$ cat config.mk
export PLATFORM = sky130hd
export DESIGN_NAME = shc_standby_ctrl
export DESIGN_NICKNAME = d
export VERILOG_FILES = /design/src/rtl/shc_pkg.sv /design/src/rtl/shc_standby_ctrl.sv
export VERILOG_INCLUDE_DIRS = /design/src /design/src/rtl
export SDC_FILE = /design/constraint.sdc
export NUM_CORES = 1
export LEC_CHECK = 0
export BUFFER_PORTS_ARGS = -buffer_cell sky130_fd_sc_hd__buf_2
export CORE_UTILIZATION = 40
export DETAILED_ROUTE_END_ITERATION = 10
export PLACE_DENSITY = 0.72
export RECOVER_POWER = 50
export SLEW_MARGIN = 20
export SYNTH_ARGS = -nofsm -noshare
export SYNTH_HDL_FRONTEND = slang
export SYNTH_SLANG_ARGS = --single-unit
$ cat constraint.sdc
create_clock -name REF_CLK_I -period 0.9 [get_ports REF_CLK_I]
set_input_delay 0.135 -clock REF_CLK_I [delete_from_list [all_inputs] [get_ports REF_CLK_I]]
set_output_delay 0.135 -clock REF_CLK_I [all_outputs]
set_load 0.02 [all_outputs]
$ cat src/rtl/shc_consts.svh
`ifndef SHC_CONSTS_SVH
`define SHC_CONSTS_SVH
`define SHC_PC_W        10
`define SHC_PC_RESET    10'h000
`define SHC_HALT_CYCLES 1
`endif

$ cat src/rtl/shc_pkg.sv
package shc_pkg;
    typedef enum logic [1:0] {
        SHC_RUN,
        SHC_HALT_EXEC,
        SHC_STANDBY
    } shc_state_e;
    typedef struct packed {
        logic run_en;
        logic standby;
        logic low_power;
    } shc_status_s;
endpackage

$ cat src/rtl/shc_standby_ctrl.sv
// Contract
// - standby entered by halt instruction only while gate pin is high
// - in standby, reset pin low exits standby with a full reset
// - in standby, gate pin low also exits standby
// - after any reset, fetch restarts with program counter at zero
// - standby keeps register contents and lowers current draw
// - reset pin low in normal run restarts the full start sequence
// - no reset and no power loss means execution continues untouched
// - firmware polls power-sense twice; halt only when low seen
// - halt suspends all operation; one word, one machine cycle
`include "shc_consts.svh"
module shc_standby_ctrl
    import shc_pkg::*;
#(
    parameter int PC_W = `SHC_PC_W
) (
    input  wire logic            REF_CLK_I,
    input  wire logic            RESET_N_I,
    input  wire logic            EXTERNAL_CLEAR_N_I,
    input  wire logic            STANDBY_GATE_PIN_I,
    input  wire logic            HALT_EXEC_I,
    input  wire logic            POWER_SENSE_I,
    input  wire logic            PC_ADVANCE_I,
    input  wire logic [PC_W-1:0] PC_NEXT_I,
    output logic      [PC_W-1:0] PC_O,
    output logic                 RUN_EN_O,
    output logic                 STANDBY_O,
    output logic                 LOW_POWER_O,
    output logic                 CORE_RESET_O,
    output logic                 POWER_LOW_SEEN_O
);
    logic       rst_s1_q;
    logic       rst_s2_q;
    logic       clr_q;
    shc_state_e state_q;
    shc_state_e state_d;
    logic [PC_W-1:0] pc_q;
    logic [PC_W-1:0] pc_d;
    logic       seen_q;
    shc_status_s status;

    always_ff @(posedge REF_CLK_I or negedge RESET_N_I) begin
        if (!RESET_N_I) begin
            rst_s1_q <= 1'b0;
            rst_s2_q <= 1'b0;
        end else begin
            rst_s1_q <= 1'b1;
            rst_s2_q <= rst_s1_q;
        end
    end

    wire rst_n      = rst_s2_q;
    wire ext_clear  = !EXTERNAL_CLEAR_N_I;
    wire in_run     = (state_q == SHC_RUN);
    wire in_halt    = (state_q == SHC_HALT_EXEC);
    wire in_stby    = (state_q == SHC_STANDBY);
    wire halt_ok    = HALT_EXEC_I && STANDBY_GATE_PIN_I;
    wire gate_wake  = in_stby && !STANDBY_GATE_PIN_I;
    wire exit_clear = ext_clear || clr_q;
    wire seen_d     = (seen_q && !clr_q) || !POWER_SENSE_I;

    localparam int              halt_cyc = `SHC_HALT_CYCLES;
    localparam logic [PC_W-1:0] pc_rst   = PC_W'(`SHC_PC_RESET);

    // clear pin low acts in every state, standby included
    always_ff @(posedge REF_CLK_I or negedge rst_n) begin
        if (!rst_n) begin
            clr_q <= 1'b1;
        end else begin
            clr_q <= ext_clear;
        end
    end

    always_comb begin
        state_d = state_q;
        unique case (state_q)
            SHC_RUN: begin
                if (halt_ok) begin
                    state_d = SHC_HALT_EXEC;
                end
            end
            SHC_HALT_EXEC: begin
                state_d = SHC_STANDBY;
            end
            SHC_STANDBY: begin
                if (gate_wake) begin
                    state_d = SHC_RUN;
                end
            end
            default: begin
                state_d = SHC_RUN;
            end
        endcase
        if (exit_clear) begin
            state_d = SHC_RUN;
        end
    end

    // pc held in halt and standby, and left unchanged on gate wake
    always_comb begin
        pc_d = pc_q;
        if (in_run && PC_ADVANCE_I) begin
            pc_d = PC_NEXT_I;
        end
        if (clr_q) begin
            pc_d = pc_rst;
        end
    end

    always_ff @(posedge REF_CLK_I or negedge rst_n) begin
        if (!rst_n) begin
            state_q <= SHC_RUN;
            pc_q    <= pc_rst;
        end else begin
            state_q <= state_d;
            pc_q    <= pc_d;
        end
    end

    // sticky power-low flag; a new low beats the clear
    always_ff @(posedge REF_CLK_I or negedge rst_n) begin
        if (!rst_n) begin
            seen_q <= 1'b0;
        end else begin
            seen_q <= seen_d;
        end
    end

    assign status = '{
        run_en:    in_run && !clr_q,
        standby:   in_stby,
        low_power: !in_run
    };

    assign PC_O             = pc_q;
    assign RUN_EN_O         = status.run_en;
    assign STANDBY_O        = status.standby;
    assign LOW_POWER_O      = status.low_power;
    assign CORE_RESET_O     = clr_q | !rst_n;
    assign POWER_LOW_SEEN_O = seen_q;
endmodule

==> results.json <==
{
  "fin_area_mm2": 0.001308,
  "grt_overflow": 0,
  "finalHoldViolCount": 0,
  "clk_latency_ns": 0.29,
  "power_density_mw_per_mm2": 1296,
  "r2r-end": "PC_O[9]",
  "outcome": "complete, but fails checks",
  "area_growth_pct": 78.33,
  "critPathCaptureType": "primary output",
  "syn_avg_cell_area_um2": 11.46,
  "grt_pass1_wl_mm": 2.829,
  "dpl.hpwl_mm": 1.112,
  "dr.pass1.iters": 6,
  "fin_ws_ns": -0.4004,
  "route.detailed.drc": 0,
  "synthesis.area_um2": 733.2,
  "switchingPower_mw": 0.4396,
  "numCtsBuffers": 3,
  "vias_per_cell": 4.449,
  "ys_ff_latch": 16,
  "fp.dieArea_mm2": 0.002008,
  "grt_pass1_vias": 661,
  "slew_violations": 0,
  "synth_warnings": 0,
  "max_cap_viol_count": 0,
  "syn_inst": 64,
  "initial_core_util_pct": 42.46,
  "final_cell_mix": "buf_6, nand2b_1, dfrtp_1, buf_2, buf_4",
  "row_count": 15,
  "multi_input_area_um2": 356.6,
  "place_inst": 126,
  "cts_tree": "built",
  "clkPwrFrac_pct": 28.4,
  "antenna_found_initial": 0,
  "critPathMaxFanout": 3,
  "clock_sinks": 16,
  "drtAntennaViolNets": 0,
  "wirelength_mm": 1.796,
  "netSwitchingFraction_pct": 25.94,
  "violations": "negative setup slack",
  "r2r-start": "state_q[1]",
  "timing.fmax_ghz": 0.7690,
  "clock_tree.htree_level_count": 1,
  "power_mw": 1.695,
  "r2r_setup_slack_ns": -0.34,
  "final.min_clock_period_ns": 1.300,
  "critPathKind": "reg -> out",
  "grt_use_total_pct": 19.83,
  "ctsRootBufferMaster": "clkbuf_4",
  "antenna-diode-count": 0,
  "dieWidth_um": 44.82,
  "layout_commonest_cell": "buf_6",
  "first_iter_violations": 5,
  "leakagePower_nw": 0.6684,
  "clock-skew-final_ns": 0.002646,
  "synth_nets": 81,
  "worstPathArrival_ns": 1.17,
  "p_int_mw": 1.255,
  "clockBufferDepth": 2,
  "grt_max_degree": 15,
  "rsz0062_at_grt": "true",
  "yosysSeqAreaShare_pct": 54.78,
  "ir_drop_v": 0.001030,
  "wire_per_inst_um": 12.22,
  "seqCellArea_um2": 401.6,
  "num_vias": 654,
  "stdcell_count": 147,
  "rr_worst_depth": 4,
  "ios": 32,
  "hold_ws_ns": 0.07315,
  "fin_util_pct": 75.72,
  "period_share_pct": 144.5,
  "hold_class": "in -> reg",
  "cts.clk_slew.worst_paths_ns": 0.10,
  "drive_gt1_share_pct": 55.74,
  "fp.dieH_um": 44.82,
  "nNetsFinal": 140,
  "io_buffers": 31,
  "cp.required_ns": 0.76,
  "synth_cell_types": 18,
  "setup_violations": 28,
  "critical_path.startpoint_type": "register",
  "crit_start": "state_q[1]",
  "fillers": 129,
  "globalplace.congestion": 0.7655,
  "combPwrFrac_pct": 24.8,
  "placed_area_um2": 991.0,
  "p_seq_share_pct": 46.7,
  "core_region_area_mm2": 0.001727,
  "crit_path_end": "RUN_EN_O"
}
## cell type report
type	count	share of cell area, %
multi-input cells	43	27.27
inverters	2	0.5742
clock buffers	4	2.775
repair buffers	57	36.27
flip-flops and latches	16	30.72
well taps	25	2.392
## synth_stat cells (all sizes together)
cell type	count	area, um2
nand2b	22	137.6
o21ai	1	5.000
conb	1	3.750
a21oi	1	5.000
inv	2	7.510
nor2	1	3.750
nor3	1	5.000
or2	1	6.260
nand2	1	3.750
mux2i	10	100.1
dfrtp	15	375.4
dfstp	1	26.28
buf	1	11.26
and2b	1	7.510
nor3b	1	12.51
nand3b	1	7.510
or2b	1	7.510
clkbuf	2	7.510
## stage by stage
step | TNS [ns] | worst slack [ns]
floorplan | -1.160 | -0.1021
global placement | -1.919 | -0.1438
detailed placement | -2.498 | -0.2333
CTS | -5.675 | -0.3897
global route | -6.716 | -0.4429
finish | -5.564 | -0.4004
## kinds of logic after synthesis
family | share of synthesized area (%)
buffers and inverters | 3.584
and+or+nand+nor | 26.11
DFF | 54.78
AOI/OAI and AO/OA | 1.364
other | 0.5115
muxes | 13.65
## repair_timing
item / CTS / global route
setup endpoints to repair: 28 / 28
setup buffers: 9 / 6
hold buffers: 3 / 0
pin swaps: 3 / 0
gates resized for setup: 41 / 5
gates cloned: 1 / 0
endpoints found under the hold margin: 4 / 0
## power by group through the flow
stage	logic [mW]	clock network, mW	registers [mW]
floorplan	0.119	0	0.847
global placement	0.274	0	0.798
detailed placement	0.279	0	0.800
CTS	0.397	0.490	0.791
global route	0.451	0.535	0.796
finish	0.421	0.482	0.792
## routing by layer
layer | up-vias | routed length (um) | track usage [%]
met5 | - | 0 | 0
li1 | 319 | - | -
met2 | 20 | 1006 | 37.06
met4 | 0 | 31 | 5.455
met3 | 4 | 69 | 4.400
met1 | 311 | 689 | 22.60
## sequential cells by signal, indices dropped and copies added (netlist names)
register / flops
clr_q: 1
rst_n: 1
rst_s1_q: 1
state_q: 2
POWER_LOW_SEEN_O: 1
PC_O: 10
## how the worst min path moves through the flow
stage	cells after the start	endpoint	from	slack [ns]
5_1_grt	3	state_q[0]	HALT_EXEC_I	0.08
6_report	3	state_q[0]	HALT_EXEC_I	0.07
4_1_cts	3	state_q[0]	HALT_EXEC_I	0.07
2_1_floorplan	0	rst_n	RESET_N_I	-0.16
3_3_place_gp	1	rst_s1_q	RESET_N_I	-0.08
3_5_place_dp	1	rst_s1_q	RESET_N_I	-0.08
## worst max-delay path, cell delays in order, from the launching register on
cell     delay (ns)
dfrtp_1        0.40
or2_4          0.28
nor2_4         0.08
buf_6          0.11
Note: power is estimated with default switching activity, not from simulation.
